### config.mk
export PLATFORM = sky130hd
export DESIGN_NAME = pcrs_core
export DESIGN_NICKNAME = d
export VERILOG_FILES = /design/src/inc/pcrs_pkg.sv /design/src/rtl/pcrs_stack_mem.sv /design/src/rtl/pcrs_core.sv
export VERILOG_INCLUDE_DIRS = /design/src /design/src/inc
export SDC_FILE = /design/constraint.sdc
export NUM_CORES = 1
export LEC_CHECK = 0
export BUFFER_PORTS_ARGS = -buffer_cell sky130_fd_sc_hd__buf_4
export CORE_UTILIZATION = 60
export DETAILED_ROUTE_END_ITERATION = 10
export HOLD_SLACK_MARGIN = 0.06
export PLACE_DENSITY = 0.92
export SETUP_SLACK_MARGIN = 0.5
export SYNTH_ARGS = -nofsm -noshare
export SYNTH_HDL_FRONTEND = slang
export SYNTH_HIERARCHICAL = 1
export SYNTH_SLANG_ARGS = --single-unit
export TNS_END_PERCENT = 30
### constraint.sdc
create_clock -name sys_clk -period 4.1 [get_ports sys_clk]
set_clock_uncertainty 0.1 [all_clocks]
set_input_delay 0.615 -clock sys_clk [delete_from_list [all_inputs] [get_ports sys_clk]]
set_output_delay 0.615 -clock sys_clk [all_outputs]
set_load 0.05 [all_outputs]
### src/inc/pcrs_params.svh
// Functional notes
// - Program counter is 15 bits; low byte readable, bits 14..8 come from latch.
// - Every reset clears the whole program counter to zero.
// - Writing the low byte loads bits 14..8 from the latch simultaneously.
// - Direct call loads low byte and bits 10..8 from operand, 14..11 from latch.
// - Accumulator call loads low byte from accumulator, high bits from the latch.
// - Accumulator branch loads incremented address plus unsigned accumulator.
// - Offset jump loads incremented address plus signed operand.
// - Return stack holds sixteen 15-bit entries outside program and data space.
// - Calls and interrupt vectoring push; the three return kinds pop.
// - Pushes and pops never change the high latch.
// - With fault reset disabled the stack is circular; push 17 overwrites entry 0.
// - Overflow and underflow flags set whether or not fault reset is enabled.
// - Software writes the stack index, then reads or writes the selected entry.
// - Stack index is five bits so overflow and underflow can be represented.
// - Push increments index then writes; return reads entry then decrements.
// - Empty stack is index 0x1F; first push gives 0x00, return restores 0x1F.
// - With fault reset enabled, overflow or underflow resets and sets its flag.
// - Fault reset enable is bit 9 of configuration word two; one enables.
`ifndef PCRS_PARAMS_SVH
`define PCRS_PARAMS_SVH

// register indices; byte address is four times the index
`define PCRS_IDX_STACK_INDEX 16'h0FED
`define PCRS_IDX_STACK_LOW   16'h0FEE
`define PCRS_IDX_STACK_HIGH  16'h0FEF
`define PCRS_IDX_POWER_CTRL  16'h0096
`define PCRS_IDX_PC_LOW      16'h0002
`define PCRS_IDX_CONFIG2     16'h8008

// bus geometry
`define PCRS_ADDR_W          18
`define PCRS_DATA_W          32

// field positions
`define PCRS_POS_OVER_FLAG   7
`define PCRS_POS_UNDER_FLAG  6
`define PCRS_POS_FAULT_EN    9

// reset values
`define PCRS_RST_PC          15'h0000
`define PCRS_RST_INDEX       5'h1F
`define PCRS_RST_CONFIG2     14'h3FFF
`define PCRS_LAST_ENTRY      5'h0F
`define PCRS_INT_VECTOR      15'h0004

`endif

### src/inc/pcrs_pkg.sv
package pcrs_pkg;

    // operation presented by the instruction decoder each cycle
    typedef enum logic [3:0] {
        op_step,
        op_pcl_write,
        op_call,
        op_call_via_accumulator,
        op_branch_via_accumulator,
        op_offset_jump,
        op_plain_return,
        op_return_with_literal,
        op_interrupt_return,
        op_int_vector
    } pcrs_op_e;

    typedef logic [1:0] pcrs_resp_t;

    localparam pcrs_resp_t RESP_OKAY   = 2'h0;
    localparam pcrs_resp_t RESP_SLVERR = 2'h2;

endpackage : pcrs_pkg

### src/rtl/pcrs_stack_mem.sv
`timescale 1ns/10ps
// ----------------------------------------
// return stack storage
// ----------------------------------------
module pcrs_stack_mem #(
    parameter int unsigned DEPTH = 16,
    parameter int unsigned WIDTH = 15
) (
    // clock and reset
    input  wire logic                     sys_clk,
    input  wire logic                     arst_n,
    // write port
    input  wire logic                     wr_en,
    input  wire logic [$clog2(DEPTH)-1:0] wr_idx,
    input  wire logic [WIDTH-1:0]         wr_data,
    // read port
    input  wire logic [$clog2(DEPTH)-1:0] rd_idx,
    output logic      [WIDTH-1:0]         rd_data
);

    logic [WIDTH-1:0] entry_q [DEPTH];

    // flip-flop array; cleared so reads are never unknown
    always_ff @(posedge sys_clk or negedge arst_n)
    begin
        if (!arst_n)
        begin
            for (int i = 0; i < DEPTH; i++)
            begin
                entry_q[i] <= '0;
            end
        end
        else if (wr_en)
        begin
            entry_q[wr_idx] <= wr_data;
        end
    end

    // combinational read of the selected entry
    assign rd_data = entry_q[rd_idx];

endmodule : pcrs_stack_mem

### src/rtl/pcrs_core.sv
`timescale 1ns/10ps
`include "pcrs_params.svh"
module pcrs_core #(
    parameter int unsigned STACK_DEPTH = 16,
    parameter int unsigned PC_WIDTH    = 15
) (
    // clock and reset
    input  wire logic                      sys_clk,
    input  wire logic                      arst_n,
    // decoder side
    input  wire logic                      op_valid,
    input  pcrs_pkg::pcrs_op_e             op_code,
    input  wire logic [10:0]               op_operand,
    input  wire logic [7:0]                accumulator,
    input  wire logic [7:0]                pcl_wdata,
    input  wire logic [6:0]                pc_high_latch,
    // core outputs
    output logic      [PC_WIDTH-1:0]       pc_out,
    output logic                           stack_fault_reset,
    // axi4-lite write address
    input  wire logic [`PCRS_ADDR_W-1:0]   s_axi_awaddr,
    input  wire logic                      s_axi_awvalid,
    output logic                           s_axi_awready,
    // axi4-lite write data
    input  wire logic [`PCRS_DATA_W-1:0]   s_axi_wdata,
    input  wire logic [3:0]                s_axi_wstrb,
    input  wire logic                      s_axi_wvalid,
    output logic                           s_axi_wready,
    // axi4-lite write response
    output logic [1:0]                     s_axi_bresp,
    output logic                           s_axi_bvalid,
    input  wire logic                      s_axi_bready,
    // axi4-lite read address
    input  wire logic [`PCRS_ADDR_W-1:0]   s_axi_araddr,
    input  wire logic                      s_axi_arvalid,
    output logic                           s_axi_arready,
    // axi4-lite read data
    output logic [`PCRS_DATA_W-1:0]        s_axi_rdata,
    output logic [1:0]                     s_axi_rresp,
    output logic                           s_axi_rvalid,
    input  wire logic                      s_axi_rready
);

    // ----------------------------------------
    // elaboration checks
    // ----------------------------------------
    // index width and empty code are fixed to sixteen entries of fifteen bits
    if (STACK_DEPTH != 16 || PC_WIDTH != 15)
    begin : g_bad_size
        $error("pcrs_core supports only sixteen entries of fifteen bits");
    end

    // ----------------------------------------
    // declarations
    // ----------------------------------------
    logic [14:0]              pc_q;
    logic [14:0]              pc_d;
    logic [4:0]               sp_q;
    logic [4:0]               sp_d;
    logic                     over_q;
    logic                     under_q;
    logic                     fault_en_q;
    logic                     fault_rst_q;
    logic                     push;
    logic                     pop;
    logic                     over_evt;
    logic                     under_evt;
    logic                     fault;
    logic [4:0]               sp_push;
    logic [4:0]               sp_pop;
    logic [14:0]              ret_addr;
    logic [14:0]              pc_inc;
    logic                     mem_we;
    logic [3:0]               mem_idx;
    logic [14:0]              mem_wdata;
    logic [14:0]              tos;
    logic                     aw_hold_q;
    logic                     w_hold_q;
    logic [15:0]              aw_idx_q;
    logic [31:0]              w_data_q;
    logic [3:0]               w_strb_q;
    logic                     wr_fire;
    logic                     wr_hit;
    logic [15:0]              ar_idx;
    logic [31:0]              rd_word;
    logic                     rd_hit;
    logic                     sw_index_we;
    logic                     sw_low_we;
    logic                     sw_high_we;
    logic                     sw_pwr_we;
    logic                     sw_cfg_we;
    // power-up image of config word two; a bit select keeps the enable one bit wide
    localparam logic [13:0]   CFG2_RST = `PCRS_RST_CONFIG2;

    // ----------------------------------------
    // stack control decode
    // ----------------------------------------
    // push and pop sources
    assign push = op_valid && (op_code == pcrs_pkg::op_call ||
                  op_code == pcrs_pkg::op_call_via_accumulator ||
                  op_code == pcrs_pkg::op_int_vector);
    assign pop  = op_valid && (op_code == pcrs_pkg::op_plain_return ||
                  op_code == pcrs_pkg::op_return_with_literal ||
                  op_code == pcrs_pkg::op_interrupt_return);

    assign over_evt  = push && (sp_q == `PCRS_LAST_ENTRY);
    assign under_evt = pop && (sp_q == `PCRS_RST_INDEX);

    assign fault = (over_evt || under_evt) && fault_en_q;

    // circular stepping keeps the low four bits in range
    // empty code steps to entry zero and back
    always_comb
    begin
        sp_push = 5'h00;
        sp_pop  = `PCRS_RST_INDEX;
        if (sp_q != `PCRS_RST_INDEX)
        begin
            sp_push = {1'b0, sp_q[3:0] + 4'h1};
        end
        if (sp_q == `PCRS_RST_INDEX)
        begin
            sp_pop = {1'b0, sp_q[3:0] - 4'h1};
        end
        else if (sp_q != 5'h00)
        begin
            sp_pop = sp_q - 5'h01;
        end
    end

    assign pc_inc   = pc_q + 15'h0001;
    // interrupt vectoring resumes at the instruction it displaced
    assign ret_addr = (op_code == pcrs_pkg::op_int_vector) ? pc_q : pc_inc;

    // ----------------------------------------
    // program counter next value
    // ----------------------------------------
    always_comb
    begin
        pc_d = pc_q;
        if (op_valid)
        begin
            unique case (op_code)
                pcrs_pkg::op_step:
                    pc_d = pc_inc;
                pcrs_pkg::op_pcl_write:
                    pc_d = {pc_high_latch, pcl_wdata};
                // operand low eleven, latch upper four
                pcrs_pkg::op_call:
                    pc_d = {pc_high_latch[6:3], op_operand};
                pcrs_pkg::op_call_via_accumulator:
                    pc_d = {pc_high_latch, accumulator};
                pcrs_pkg::op_branch_via_accumulator:
                    pc_d = pc_inc + {7'h00, accumulator};
                pcrs_pkg::op_offset_jump:
                    pc_d = pc_inc + {{6{op_operand[8]}}, op_operand[8:0]};
                // return reads the entry before the index moves
                pcrs_pkg::op_plain_return,
                pcrs_pkg::op_return_with_literal,
                pcrs_pkg::op_interrupt_return:
                    pc_d = tos;
                pcrs_pkg::op_int_vector:
                    pc_d = `PCRS_INT_VECTOR;
            endcase
        end
        // fault reset clears the counter too
        if (fault)
        begin
            pc_d = `PCRS_RST_PC;
        end
    end

    always_ff @(posedge sys_clk or negedge arst_n)
    begin
        if (!arst_n)
        begin
            pc_q <= `PCRS_RST_PC;
        end
        else
        begin
            pc_q <= pc_d;
        end
    end

    assign pc_out = pc_q;

    // ----------------------------------------
    // stack index
    // ----------------------------------------
    // a software write in the same cycle as a core push or pop is dropped
    always_comb
    begin
        sp_d = sp_q;
        if (fault)
        begin
            sp_d = `PCRS_RST_INDEX;
        end
        else if (push)
        begin
            sp_d = sp_push;
        end
        else if (pop)
        begin
            sp_d = sp_pop;
        end
        else if (sw_index_we)
        begin
            sp_d = w_data_q[4:0];
        end
    end

    always_ff @(posedge sys_clk or negedge arst_n)
    begin
        if (!arst_n)
        begin
            sp_q <= `PCRS_RST_INDEX;
        end
        else
        begin
            sp_q <= sp_d;
        end
    end

    // ----------------------------------------
    // stack storage
    // ----------------------------------------
    // stack never writes the latch; only the counter is stored
    always_comb
    begin
        mem_we    = 1'b0;
        mem_idx   = sp_q[3:0];
        mem_wdata = tos;
        if (push && !fault)
        begin
            mem_we    = 1'b1;
            mem_idx   = sp_push[3:0];
            mem_wdata = ret_addr;
        end
        // byte writes to the selected entry
        else if (!push && !pop && (sw_low_we || sw_high_we))
        begin
            mem_we    = 1'b1;
            mem_wdata = sw_low_we ? {tos[14:8], w_data_q[7:0]} : {w_data_q[6:0], tos[7:0]};
        end
    end

    pcrs_stack_mem #(
        .DEPTH (STACK_DEPTH),
        .WIDTH (PC_WIDTH)
    ) u_stack (
        .sys_clk (sys_clk),
        .arst_n  (arst_n),
        .wr_en   (mem_we),
        .wr_idx  (mem_idx),
        .wr_data (mem_wdata),
        .rd_idx  (sp_q[3:0]),
        .rd_data (tos)
    );

    // ----------------------------------------
    // flags and configuration
    // ----------------------------------------
    // flags set on every limit event
    // set wins over a clear; a zero written to the flag bit or power-on reset clears them
    always_ff @(posedge sys_clk or negedge arst_n)
    begin
        if (!arst_n)
        begin
            over_q  <= 1'b0;
            under_q <= 1'b0;
        end
        else
        begin
            if (over_evt)
                over_q <= 1'b1;
            else if (sw_pwr_we && !w_data_q[`PCRS_POS_OVER_FLAG])
                over_q <= 1'b0;
            if (under_evt)
                under_q <= 1'b1;
            else if (sw_pwr_we && !w_data_q[`PCRS_POS_UNDER_FLAG])
                under_q <= 1'b0;
        end
    end

    // enable bit survives the fault reset
    always_ff @(posedge sys_clk or negedge arst_n)
    begin
        if (!arst_n)
        begin
            fault_en_q <= CFG2_RST[`PCRS_POS_FAULT_EN];
        end
        else if (sw_cfg_we)
        begin
            fault_en_q <= w_data_q[`PCRS_POS_FAULT_EN];
        end
    end

    // one-cycle reset request to the rest of the device
    always_ff @(posedge sys_clk or negedge arst_n)
    begin
        if (!arst_n)
        begin
            fault_rst_q <= 1'b0;
        end
        else
        begin
            fault_rst_q <= fault;
        end
    end

    assign stack_fault_reset = fault_rst_q;

    // ----------------------------------------
    // axi4-lite write path
    // ----------------------------------------
    assign s_axi_awready = !aw_hold_q && !s_axi_bvalid;
    assign s_axi_wready  = !w_hold_q && !s_axi_bvalid;
    assign wr_fire       = aw_hold_q && w_hold_q;

    // address and data are captured independently, in either order
    always_ff @(posedge sys_clk or negedge arst_n)
    begin
        if (!arst_n)
        begin
            aw_hold_q <= 1'b0;
            w_hold_q  <= 1'b0;
            aw_idx_q  <= 16'h0000;
            w_data_q  <= 32'h00000000;
            w_strb_q  <= 4'h0;
        end
        else
        begin
            if (s_axi_awvalid && s_axi_awready)
            begin
                aw_hold_q <= 1'b1;
                aw_idx_q  <= s_axi_awaddr[17:2];
            end
            else if (wr_fire)
            begin
                aw_hold_q <= 1'b0;
            end
            if (s_axi_wvalid && s_axi_wready)
            begin
                w_hold_q <= 1'b1;
                w_data_q <= s_axi_wdata;
                w_strb_q <= s_axi_wstrb;
            end
            else if (wr_fire)
            begin
                w_hold_q <= 1'b0;
            end
        end
    end

    // write decode; byte lane 0 carries every field but the enable bit
    assign sw_index_we = wr_fire && w_strb_q[0] && aw_idx_q == `PCRS_IDX_STACK_INDEX;
    assign sw_low_we   = wr_fire && w_strb_q[0] && aw_idx_q == `PCRS_IDX_STACK_LOW;
    assign sw_high_we  = wr_fire && w_strb_q[0] && aw_idx_q == `PCRS_IDX_STACK_HIGH;
    assign sw_pwr_we   = wr_fire && w_strb_q[0] && aw_idx_q == `PCRS_IDX_POWER_CTRL;
    assign sw_cfg_we   = wr_fire && w_strb_q[1] && aw_idx_q == `PCRS_IDX_CONFIG2;
    assign wr_hit      = aw_idx_q inside {`PCRS_IDX_STACK_INDEX, `PCRS_IDX_STACK_LOW,
                         `PCRS_IDX_STACK_HIGH, `PCRS_IDX_POWER_CTRL, `PCRS_IDX_PC_LOW,
                         `PCRS_IDX_CONFIG2};

    // response one cycle after both halves are held
    always_ff @(posedge sys_clk or negedge arst_n)
    begin
        if (!arst_n)
        begin
            s_axi_bvalid <= 1'b0;
            s_axi_bresp  <= pcrs_pkg::RESP_OKAY;
        end
        else if (wr_fire)
        begin
            s_axi_bvalid <= 1'b1;
            s_axi_bresp  <= wr_hit ? pcrs_pkg::RESP_OKAY : pcrs_pkg::RESP_SLVERR;
        end
        else if (s_axi_bready)
        begin
            s_axi_bvalid <= 1'b0;
        end
    end

    // ----------------------------------------
    // axi4-lite read path
    // ----------------------------------------
    assign s_axi_arready = !s_axi_rvalid;
    assign ar_idx        = s_axi_araddr[17:2];

    // read mux; unused bits read zero, but the other bits 13..0 of config word two read one
    always_comb
    begin
        rd_word = 32'h00000000;
        rd_hit  = 1'b1;
        unique case (ar_idx)
            `PCRS_IDX_STACK_INDEX: rd_word[4:0] = sp_q;
            `PCRS_IDX_STACK_LOW:   rd_word[7:0] = tos[7:0];
            `PCRS_IDX_STACK_HIGH:  rd_word[6:0] = tos[14:8];
            `PCRS_IDX_PC_LOW:      rd_word[7:0] = pc_q[7:0];
            `PCRS_IDX_POWER_CTRL:
            begin
                rd_word[`PCRS_POS_OVER_FLAG]  = over_q;
                rd_word[`PCRS_POS_UNDER_FLAG] = under_q;
            end
            `PCRS_IDX_CONFIG2:
            begin
                rd_word[13:0] = `PCRS_RST_CONFIG2;
                rd_word[`PCRS_POS_FAULT_EN] = fault_en_q;
            end
            default:               rd_hit = 1'b0;
        endcase
    end

    always_ff @(posedge sys_clk or negedge arst_n)
    begin
        if (!arst_n)
        begin
            s_axi_rvalid <= 1'b0;
            s_axi_rdata  <= 32'h00000000;
            s_axi_rresp  <= pcrs_pkg::RESP_OKAY;
        end
        else if (s_axi_arvalid && s_axi_arready)
        begin
            s_axi_rvalid <= 1'b1;
            s_axi_rdata  <= rd_word;
            s_axi_rresp  <= rd_hit ? pcrs_pkg::RESP_OKAY : pcrs_pkg::RESP_SLVERR;
        end
        else if (s_axi_rready)
        begin
            s_axi_rvalid <= 1'b0;
        end
    end
endmodule : pcrs_core

# After elaboration in Yosys (flattened, before gate mapping)
# Cells that the tools add are included.
# Widths: inputs -> output; s select.
op_classes:
  mux: 42
  n_lt_le_gt_ge: 3
  bitwise_logic: 2
  n_addsub: 6
  eq_ne: 24
  reduce_logical: 52
ops:
  columns: ["cell", "n"]
  rows:
  - ["$bwmux 240", 1]
  - ["$mux 15", 9]
  - ["$pmux 15 s8", 1]
  - ["$eq 16x12->1 const B", 6]
  - ["$bmux 15 s4", 1]
  - ["$demux 15 s4", 1]
  - ["$eq 16x16->1 const B", 2]
  - ["$eq 16x2->1 const B", 2]
  - ["$eq 16x8->1 const B", 2]
  - ["$mux 5", 6]
  - ["$pmux 5 s5", 1]
  - ["$logic_and 1x1->1", 24]
  - ["$eq 4x3->1 const B", 4]
  - ["$add 15x1->15 const B", 1]
  - ["$add 15x15->15", 1]
  - ["$add 15x8->15", 1]
  - ["$mux 1", 14]
  - ["$reduce_bool 2->1", 7]
  - ["$ge 5x5->1 const B", 2]
  - ["$not 4->5", 2]
  - ["$logic_not 1->1", 9]
  - ["$eq 4x2->1 const B", 2]
  - ["$eq 4x4->1 const B", 2]
  - ["$mux 4", 2]
  - ["19 further kinds", 26]
totals:
  wordCells: 161
  output_inout_bits: 57
  inputBits: 118
  regBits: 314

# Depth between registers and ports, before layout
# Gate-level depths: netlist of run 1.
logic_depth:
  depth_word: 16
  mapped_depth: 14

# Modules after synthesis
# The synthesis of run 1 kept the hierarchy.
by_module_without_submodules:
  columns: ["mod", "seq_area_each_um2", "area_each_um2", "cells_each", "instances"]
  rows:
  - ["pcrs_stack_mem", 6005.8, 10761.6, 668, 1]
  - ["pcrs_core", 1684.1, 5974.5, 722, 1]

# Worst setup path after synthesis of run 1
# OpenSTA, ideal clock, no wires.
synth_path:
  kind: "input port to flip-flop"
  from: "in op_code[2]"
  to: "reg pc_q[12], in the netlist pc_out[12]"
  setup_slack_ps: -82
  required_ps: 3853
  t_arrival_ps: 3935
  setup_ps: 147
  path_buffers: 2
  cell_stages: 13
  cell_sequence: "clkbuf_1 > clkbuf_1 > nand3_1 > nor2_1 > mux2_2 > ha_1 > fa_1 > a21o_1 > a221oi_1 > o21bai_1 > and4_1 > o31ai_1 > a22oi_1"
synth_between:
  elab_chain_len: 8
  elab_cells_between_ends: 25
synth_rtl:
  columns: ["item", "line", "rtl"]
  rows:
  - ["from (decl)", "pcrs_core.sv:12", "input pcrs_pkg::pcrs_op_e op_code,"]
  - ["parallel branches: the longest is 8 deep, another holds $pmux 15 s8", null, null]
  - ["to (signal assigned)", "pcrs_core.sv:177", "pc_q <= `PCRS_RST_PC;"]
  - ["to (signal assigned)", "pcrs_core.sv:181", "pc_q <= pc_d;"]
  - ["to (decl)", "pcrs_core.sv:56", "logic [14:0] pc_q;"]
# Parallel ways; which one is timed is not known. The select of a mux whose other input is x is not followed.
# A chain may end at the register's enable or synchronous reset.

# Final worst setup path of run 1
layout_path:
  from: "reg sp_q[0]"
  to: "reg u_stack/entry_q[74] in the netlist's numbering"
layout_between:
  elab_cells_between_ends: 27
layout_lines:
  columns: ["item", "line", "rtl"]
  rows:
  - ["from (decl)", "pcrs_core.sv:58", "logic [4:0] sp_q;"]
  - ["from (signal assigned)", "pcrs_core.sv:216", "sp_q <= `PCRS_RST_INDEX;"]
  - ["from (signal assigned)", "pcrs_core.sv:220", "sp_q <= sp_d;"]
  - ["$not 4->5 (implied by the code) *", "pcrs_stack_mem.sv:40", "assign rd_data = entry_q[rd_idx];"]
  - ["$bmux 15 s4 *", "pcrs_stack_mem.sv:40", null]
  - ["$mux 15 (implied by the code) * (2 in series)", "pcrs_stack_mem.sv:40", null]
  - ["net tos[14]", "pcrs_core.sv:76", "logic [14:0] tos;"]
  - ["$mux 15", "pcrs_core.sv:243", "mem_wdata = sw_low_we ? {tos[14:8], w_data_q[7:0]} : {w_data_q[6:0], tos[7:0]};"]
  - ["$mux 15 *", "pcrs_core.sv:240", "else if (!push && !pop && (sw_low_we || sw_high_we))"]
  - ["$mux 15 *", "pcrs_core.sv:233", "if (push && !fault)"]
  - ["net mem_wdata[14]", "pcrs_core.sv:75", "logic [14:0] mem_wdata;"]
  - ["$bwmux 240 *", "pcrs_stack_mem.sv:35", "entry_q[wr_idx] <= wr_data;"]
  - ["to (signal, indexed assignment)", "pcrs_stack_mem.sv:35", null]
  - ["to (decl)", "pcrs_stack_mem.sv:21", "logic [WIDTH-1:0] entry_q [DEPTH];"]
# The timed path passes the listed nets; every way through them passes the cells marked *. The select of a mux whose other input is x is not followed.

==> results.cfg, run 1 <==
[outcome]
status = completed

[logic_synthesis]
netlist-cell-type-count = 77
ys_seq_area_share_pct = 45.9
synth_area_per_cell_sq_um = 12.0
synth_xor_area_share_pct = 1.81
ys_seq_elements = 307
synth-simple-area-share_pct = 8.29
synth-compound-area-share_pct = 10.1
netlist_area_sq_um = 16700
synth_top_area_share_pct = 45.0
synthAdderAreaFrac_pct = 1.47
synth_cells = 1390
synth_ff_type = dfrtp_1
synthTopCellsByArea = dfrtp_1 45%, mux2_2 18%, mux4_2 8.1%
synth_edf_count = 0
yosysWarningCount = 6
synth_area_leader_cell = dfrtp_1
synthArstFlopShare_pct = 100
synth_mux_area_share_pct = 28.3
synth_top_family_by_area = multiplexers

[floorplanning]
initial_core_util_pct = 61.6
core_area_sq_um = 27200
num_rows = 60
die_h_um = 169
ioPinCount = 175
dieArea_sq_um = 28600
die_w_um = 169

[global_route]
grt_pass1_wl_um = 75400
track_usage_pct = 34.2
antenna_found_initial = 0
grt_max_degree = 116
grt_overflow = 0
grt_pass1_vias = 13400

[route]
vias = 13000
wl_per_cell_um = 25.0
viasPerCell = 6.77
drc_errors = 0
ant_nets = 0
wirelength_um = 48000
drt_iter0_markers = 1366
dr.pass1.iters = 5

[run]
max_cap_violations = 0

[placed_design]
gp_congestion = 0.983
placed_area_sq_um = 18200
portBuffers = 125
post-dp-hpwl_um = 31500
place_ws_ns = 0.207

[timing]
whs_ns = 0.128
fmax_mhz = 281
slew_headroom_pct = 42.6
rsz0062_at_grt = true
fin_tns_setup_ns = 0
worst_pin_slew_ns = 0.862
period_share_pct = 86.7
maxSlewViolCount = 0
setup_violations = 0
fin_crit_ns = 3.55
postLayoutSetupSlackWorst_ns = 0.547
hold_violations = 0

[critical_path]
required_ns = 4.45
critPathMaxFanout = 16
arrival_ns = 3.90
cpMaxStageDelayCell = dfstp_4
path_cells = buf_4 -> buf_4 -> mux4_2 -> a22oi_1 -> nand2_1 -> mux2i_1 -> mux2i_4 -> mux2_2
crit_type = register to register
cpLargestDelayFamily = multiplexers
end_kind = register
cp.depth = 8
path_common_cell = buf_4
worst-path-buf-inv = 2
r2r_cells = 8
worst_setup_path_start_kind = register
max_stage_delay_ns = 0.65

[clock_tree]
cts_made_buffers = 31
tritoncts = done
clock_latency_ns = 0.58
htree_num_levels = 1
clock-sinks = 307
cts_buffer_depth = 3
clk_pin_slew_ns = 0.06
root_buffer = clkbuf_16

[finish]
post-route-util_pct = 71.7
register_area_sq_um = 7690
area_growth_pct = 16.4
antenna_cells = 0
nets = 1657
multiInputGateArea_sq_um = 8550
fillers = 1682
post-route-cell-area_sq_um = 19500
drive_above_1_share_pct = 39.8

[power]
p_leak_nw = 9.12
vdd.ir_drop.worst_v = 0.000537
cellPowerDensity_nw_per_um2 = 491

[min_path]
hold_class = input pin to register
whs_path_depth = 2
==> power by group <==
group          internal [W]  total [W]  switching, W
clock network       0.00188    0.00312       0.00124
logic               0.00109    0.00267       0.00158
registers           0.00337    0.00377      0.000395
total               0.00634    0.00956       0.00322
==> kinds of logic after synthesis <==
family,Yosys count
compound gates,251
mux,363
xor+xnor,33
buf+inv,145
flops,307
fa+ha+maj,19
simple gates,271
other cells,1
==> timing repair <==
item | in CTS | in global routing
endpoints found under the setup margin | 152 | 215
hold buffers | 1 | 0
pin swaps | 0 | 0
gates resized for setup | 6 | 8
buffers inserted | 0 | 6
hold endpoints to repair | 92 | 0
==> Yosys cell counts (6+ instances only) <==
library cell,instances
dfrtp_1,301
mux2_2,268
nand2_1,102
clkbuf_1,65
mux4_2,60
a21oi_1,47
nor2_1,44
o21ai_0,44
a22oi_1,36
buf_2,29
buf_4,25
mux2i_1,25
nand3_1,24
inv_1,23
xnor2_1,19
ha_1,18
a21o_1,13
xor2_1,13
a221oi_1,12
nand2b_1,12
nor3_1,12
o21ai_1,12
a31oi_1,11
mux2_1,10
nand4_1,10
o22ai_1,9
a221o_1,8
and3_1,8
or3_1,8
o31ai_1,7
and2_1,6
dfstp_2,6
nand3b_1,6
nor3_2,6
o21a_1,6
==> metrics by stage <==
stage	std cells	total power [W]
finish	1916	0.00956
global route	1916	0.00986
CTS	1910	0.00944
detailed placement	1852	0.00627
global placement	1852	0.00616
floorplan	1409	0.00543
==> state kept, by name (all words and copies together), names as in the netlist <==
register	cells
over_q	1
w_strb_q	2
sp_q	5
s_axi_rvalid	1
s_axi_rdata	10
under_q	1
stack_fault_reset	1
w_hold_q	1
fault_en_q	1
aw_idx_q	16
pc_out	15
w_data_q	9
s_axi_bvalid	1
s_axi_rresp	1
u_stack/entry_q	240
aw_hold_q	1
s_axi_bresp	1
==> final timing paths <==
check,slack [ns],from,endpoint
max,0.55,sp_q[0],u_stack/entry_q[74]
min,0.13,s_axi_rready,s_axi_rvalid
max reg2reg,0.55,sp_q[0],u_stack/entry_q[74]
min reg2reg,0.38,s_axi_rdata[9],s_axi_rdata[9]
max in group asynchronous,2.26,arst_n,u_stack/entry_q[36]
min in group asynchronous,0.56,arst_n,u_stack/entry_q[210]
==> final cells by class <==
cell class	count	share of cell area (%)
clock buffer	41	4.48
clock inverter	16	1.30
inverter	23	0.456
multi-input combinational	957	43.9
sequential	307	39.5
tap	372	2.39
timing repair buffer	200	8.01
==> cells in the final DEF (no fill, tap or decap), drive strengths merged, types with 9 or more instances in the layout <==
master / instances
ha: 18
nor2: 45
nand2: 102
xor2: 13
mux2i: 25
o22ai: 9
a21o: 13
a21oi: 47
conb: 20
a221oi: 12
xnor2: 19
nand2b: 12
dfrtp: 301
buf: 199
nand4: 10
a22oi: 36
nand3: 24
a31oi: 11
o21ai: 56
clkbuf: 41
mux4: 60
mux2: 278
nor3: 18
inv: 24
==> per-layer routing <==
| layer | share of wire (%) | GRT usage [%] | up-vias |
|---|---|---|---|
| met1 | 37 | 43.7 | 6471 |
| met3 | 9.4 | 6.15 | 224 |
| li1 | - | - | 5382 |
| met2 | 48 | 56.3 | 893 |
| met5 | 0 | 0 | - |
| met4 | 5.4 | 17.3 | 0 |
==> worst reg2reg max path, cell delays in order (launching register included) <==
cell and delay [ns]:
dfstp_4 0.65, buf_4 0.23, buf_4 0.25, mux4_2 0.53
a22oi_1 0.35, nand2_1 0.32, mux2i_1 0.42, mux2i_4 0.25
mux2_2 0.34
No activity file was read; power rests on OpenSTA's default activity.
==> run 2, diff against run 1 <==
--- a/config.mk
+++ b/config.mk
@@ -7,7 +7,10 @@
 export NUM_CORES = 1
 export LEC_CHECK = 0
 export BUFFER_PORTS_ARGS = -buffer_cell sky130_fd_sc_hd__buf_4
-export CORE_UTILIZATION = 60
+export CELL_PAD_IN_SITES_DETAIL_PLACEMENT = 0
+export CELL_PAD_IN_SITES_GLOBAL_PLACEMENT = 2
+export CORE_ASPECT_RATIO = 0.5
+export CORE_UTILIZATION = 41
 export DETAILED_ROUTE_END_ITERATION = 10
 export HOLD_SLACK_MARGIN = 0.06
 export PLACE_DENSITY = 0.92
==> run 2 against run 1 <==
Compared with the run above:
- the flow now finishes with violations (DRC)
- first-iteration DRC count shrank 19%
- count of clock-buffer cells in the layout increased by 1
- critical endpoint is now u_stack/entry_q[236]
- worst setup slack better by 0.071 ns
- global-route usage shrank 11 points
- register-to-register slack improved by 0.07 ns
- utilization decreased by 22 points
- critical path type unchanged
- non-clock buffer count shrank 5
- highest routed layer unchanged
==> results.cfg, run 2 (same netlist as run 1, synthesis figures left out) <==
[finish]
final_common_cell = dfrtp_1
area_growth_pct = 16.4
largest_reg_flops = 240
drive_above_1_share_pct = 39.6
largest-register = u_stack/entry_q
register_area_sq_um = 7690
final_cell_mix = 300 x dfrtp_1, 268 x mux2_2, 188 x buf_4, 101 x nand2_1, 60 x mux4_2
fin_cells = 2066
multiInputGateArea_sq_um = 8520
fillers = 3494
antenna_cells = 0
nets = 1650

[timing]
slew_headroom_pct = 40.2
fin_crit_ns = 3.48
maxSlewViolCount = 0
fin_tns_setup_ns = 0
fmax_mhz = 287
rsz0062_at_grt = true
period_share_pct = 84.9
worst_pin_slew_ns = 0.879
setup_violations = 0
hold_violations = 0

[placed_design]
portBuffers = 125
dp.cells = 2010
gp_congestion = 0.957
post-dp-hpwl_um = 33600

[route]
wl_per_cell_um = 23.1
vias = 12200
drt_iter0_markers = 1102
dr.pass1.iters = 10
drc_errors = 12
wirelength_um = 47700
viasPerCell = 5.89
ant_nets = 0

[clock_tree]
cts_buffer_depth = 3
clock_latency_ns = 0.59
htree_num_levels = 1
root_buffer = clkbuf_16
tritoncts = done
clock-sinks = 307
clk_pin_slew_ns = 0.06
post-cts-setup-buffers = 0
cts_made_buffers = 29

[min_path]
hold_class = input pin to register

[floorplanning]
initial_core_util_pct = 42.3
ioPinCount = 175
core_area_sq_um = 39600
die_h_um = 145
die_w_um = 288
dieArea_sq_um = 41700
num_rows = 51

[global_route]
track_usage_pct = 23.0
grt_overflow = 0
antenna_found_initial = 0
grt_max_degree = 99
grt_pass1_wl_um = 73600
grt_pass1_vias = 12500

[power]
p_leak_nw = 9.04
vdd.ir_drop.worst_v = 0.000383
cellPowerDensity_nw_per_um2 = 465
power.total_w = 0.00906

[critical_path]
worst-path-buf-inv = 1
path_cells = ha_4 -> and3_1 -> nand2_1 -> o21ba_4 -> nand2_2 -> a32o_2 -> nand2b_1 -> or4_1 -> buf_4 -> mux2_2
critPathMaxFanout = 15
required_ns = 4.46
cpLargestDelayFamily = simple AND/OR/NAND/NOR gates
end_kind = register
arrival_ns = 3.84
cpMaxStageDelayCell = dfstp_4
worst_setup_path_start_kind = register
max_stage_delay_ns = 0.69
crit_type = register to register

[run]
max_cap_violations = 0

[outcome]
violations = DRC
status = complete, but fails checks
run 2: cell count changes in the layout (fill, tap and decap cells not counted), sizes merged:
cell	previous run	this run
buf	199	193
bufinv	6	1
clkbuf	41	43
clkinvlp	3	1
inv	24	27
run 2: worst reg2reg max path: stages, from the launching register on:
cell and delay, ns:
dfstp_4 0.69, ha_4 0.20, and3_1 0.21, nand2_1 0.09, o21ba_4 0.32, nand2_2 0.19, a32o_2 0.40, nand2b_1 0.21
or4_1 0.41, buf_4 0.23, mux2_2 0.30
run 2: path summary, 6_finish.rpt:
check	from	to	slack, ns	cells past startpoint
worst max-delay path	sp_q[0]	u_stack/entry_q[236]	0.62	10
worst min-delay path	s_axi_rready	s_axi_rvalid	0.11	2
worst max register to register	sp_q[0]	u_stack/entry_q[236]	0.62	10
worst min register to register	u_stack/entry_q[175]	u_stack/entry_q[175]	0.39	1
max in group asynchronous	arst_n	u_stack/entry_q[122]	2.44	3
min in group asynchronous	arst_n	u_stack/entry_q[146]	0.52	2
run 2: cell type report:
type / instances / area share (%)
multi-input cells: 957 / 43.7
flip-flops and latches: 307 / 39.5
repair buffers: 195 / 7.95
clock buffers: 42 / 4.34
well taps: 530 / 3.41
clock inverters: 12 / 0.598
inverters: 23 / 0.456
run 2: power breakdown:
group / leakage (nW) / switching, W / total (W) / internal, W
Clock: 0.477 / 0.00120 / 0.00271 / 0.00151
Sequential: 4.15 / 0.000353 / 0.00373 / 0.00337
Combinational: 4.41 / 0.00156 / 0.00262 / 0.00106
run 2: metrics by stage:
stage | hold WS (ns) | worst slack (ns) | instance area, sq um | util, %
floorplan | 0.219 | 0.440 | 16900 | -
global placement | 0.368 | 0.203 | 18400 | 46.6
detailed placement | 0.381 | 0.165 | 18400 | 46.6
CTS | 0.0875 | 0.479 | 19400 | 49.1
global route | 0.124 | 0.441 | 19500 | 49.2
finish | 0.110 | 0.618 | 19500 | 49.2
run 2: timing repair:
| item | in CTS | in global routing |
|---|---|---|
| hold buffers | 1 | 0 |
| endpoints found under the hold margin | 81 | 0 |
| gates cloned | 0 | 1 |
| pin swaps | 0 | 0 |
| setup endpoints to repair | 99 | 204 |
| resized for setup | 5 | 8 |
run 2: layer usage:
metal  wire [um]  share of wire (%)  global-route usage, %
met2       22600                 47                   37.8
met1       21200                 44                   32.1
met5           0                  0                      0
met3        2870                6.0                   3.42
met4        1130                2.4                   5.88
==> run 3, diff against run 2 <==
==> constraint.sdc (replaced) <==
create_clock -name sys_clk -period 3.3 [get_ports sys_clk]
set_clock_uncertainty 0.1 [all_clocks]
set_input_delay 0.495 -clock sys_clk [delete_from_list [all_inputs] [get_ports sys_clk]]
set_output_delay 0.495 -clock sys_clk [all_outputs]
set_load 0.05 [all_outputs]
==> run 3 against run 2 <==
Compared with the run above:
- the run still ends with DRC left
- clock power increased by 21%
- combinational power grew 90%
- wire length increased by 19%
- global-route usage increased by 3.5 points
- sequential power up 24%
- largest cell class unchanged
- largest power group is now combinational cells
==> results.cfg, run 3 (same netlist as run 1, synthesis figures left out) <==
[route]
wirelength_um = 56900
viasPerCell = 5.98
wl_per_cell_um = 25.1
ant_nets = 0
drt_iter0_markers = 1354
drc_errors = 18
vias = 13500
dr.pass1.iters = 9

[run]
max_cap_violations = 0

[placed_design]
post-dp-hpwl_um = 36000
portBuffers = 125
dp.cells = 2098
gp_congestion = 0.937

[clock_tree]
cts_buffer_depth = 3
clock_latency_ns = 0.59
clk_pin_slew_ns = 0.07
root_buffer = clkbuf_16
tritoncts = done
htree_num_levels = 1
clock-sinks = 307
cts_made_buffers = 29

[critical_path]
worst-path-buf-inv = 4
arrival_ns = 3.52
critPathMaxFanout = 8
crit_type = register to register
cp-startpoint = sp_q[0]
path_cells = buf_12 -> buf_16 -> buf_8 -> mux4_2 -> a22oi_2 -> nand2_4 -> mux2i_1 -> mux2i_2 -> buf_6 -> mux2_4
cpLargestDelayFamily = multiplexers
required_ns = 3.66
cpMaxStageDelayCell = dfstp_4
end_kind = register
max_stage_delay_ns = 0.67
r2r_start = sp_q[0]
worst_setup_path_start_kind = register

[timing]
setup_violations = 0
fin_crit_ns = 3.16
whs_ns = 0.0702
maxSlewViolCount = 0
hold_violations = 0
period_share_pct = 95.8
rsz0062_at_grt = true
slew_headroom_pct = 45.1
fmax_mhz = 316
worst_pin_slew_ns = 0.824

[floorplanning]
initial_core_util_pct = 42.3
die_w_um = 288
ioPinCount = 175
core_area_sq_um = 39600
num_rows = 51
dieArea_sq_um = 41700
die_h_um = 145

[global_route]
track_usage_pct = 26.5
grt_pass1_vias = 13800
antenna_found_initial = 0
grt_overflow = 0
grt_pass1_wl_um = 83300
grt_max_degree = 92

[finish]
nets = 1851
largest-register = u_stack/entry_q
final_cell_mix = 297 x dfrtp_1, 281 x buf_4, 200 x mux2_2, 83 x nand2_1, 77 x mux2_4
post-route-util_pct = 57.7
largest_reg_flops = 240
drive_above_1_share_pct = 51.7
antenna_cells = 0
final_common_cell = dfrtp_1
area_growth_pct = 36.4
fin_cells = 2264

[min_path]
min_from = s_axi_wdata[6]
hold_class = input pin to register

[outcome]
status = complete, but fails checks
violations = DRC

[power]
p_leak_nw = 10.5
cellPowerDensity_nw_per_um2 = 564
vdd.ir_drop.worst_v = 0.000448
[run 3: changes by cell type in the layout (fill, tap and decap cells not counted), sizes merged, moves of 3 or more]
cell / delta
buf: +168
dlygate4sd3: +27
clkinvlp: +5
inv: -4
bufbuf: +3
[run 3: final cells by class]
type	instances	area (sq um)
Clock buffer	39	793
Clock inverter	12	113
Fill cell	3070	16700
Inverter	23	95.1
Multi-Input combinational cell	958	9530
Sequential cell	307	7700
Tap cell	530	663
Timing Repair Buffer	395	3940
[run 3: per-layer routing]
| metal | GRT usage (%) | routed length (um) | vias up |
|---|---|---|---|
| met2 | 43.1 | 27000 | 604 |
| met1 | 35.1 | 23200 | 7003 |
| li1 | - | - | 5811 |
| met5 | 0 | 0 | - |
| met4 | 9.41 | 1760 | 0 |
| met3 | 5.94 | 4940 | 127 |
[run 3: worst paths after layout]
kind / end / slack [ns] / depth (start not counted)
setup / recovery: u_stack/entry_q[176] / 0.14 / 10
max in group asynchronous: u_stack/entry_q[178] / 1.86 / 3
hold / removal: w_data_q[6] / 0.07 / 2
setup reg to reg: u_stack/entry_q[176] / 0.14 / 10
hold reg to reg: s_axi_rdata[9] / 0.40 / 2
min in group asynchronous: u_stack/entry_q[29] / 0.34 / 2
[run 3: repair_timing]
action / in CTS / in global routing
buffers inserted: 52 / 17
gates resized for setup: 145 / 90
pin swaps: 43 / 28
hold endpoints to repair: 82 / 1
hold buffers: 27 / 1
endpoints found under the setup margin: 262 / 264
gates cloned: 14 / 4
[run 3: where the power goes]
part           internal (W)  leakage [nW]  switching [W]
sequential          0.00419          4.15       0.000428
clock               0.00177         0.431        0.00150
combinational       0.00238          5.92        0.00261
total               0.00835          10.5        0.00453
[run 3: stage by stage]
stage               setup TNS [ns]  worst slack [ns]  total power, W  instance area (sq um)
floorplan                   -0.394           -0.0194         0.00690                  17300
global placement             -5.46            -0.227         0.00830                  19700
detailed placement           -9.65            -0.277         0.00840                  19700
CTS                              0             0.273          0.0125                  22300
global route                     0            0.0987          0.0134                  22800
finish                           0             0.138          0.0129                  22800
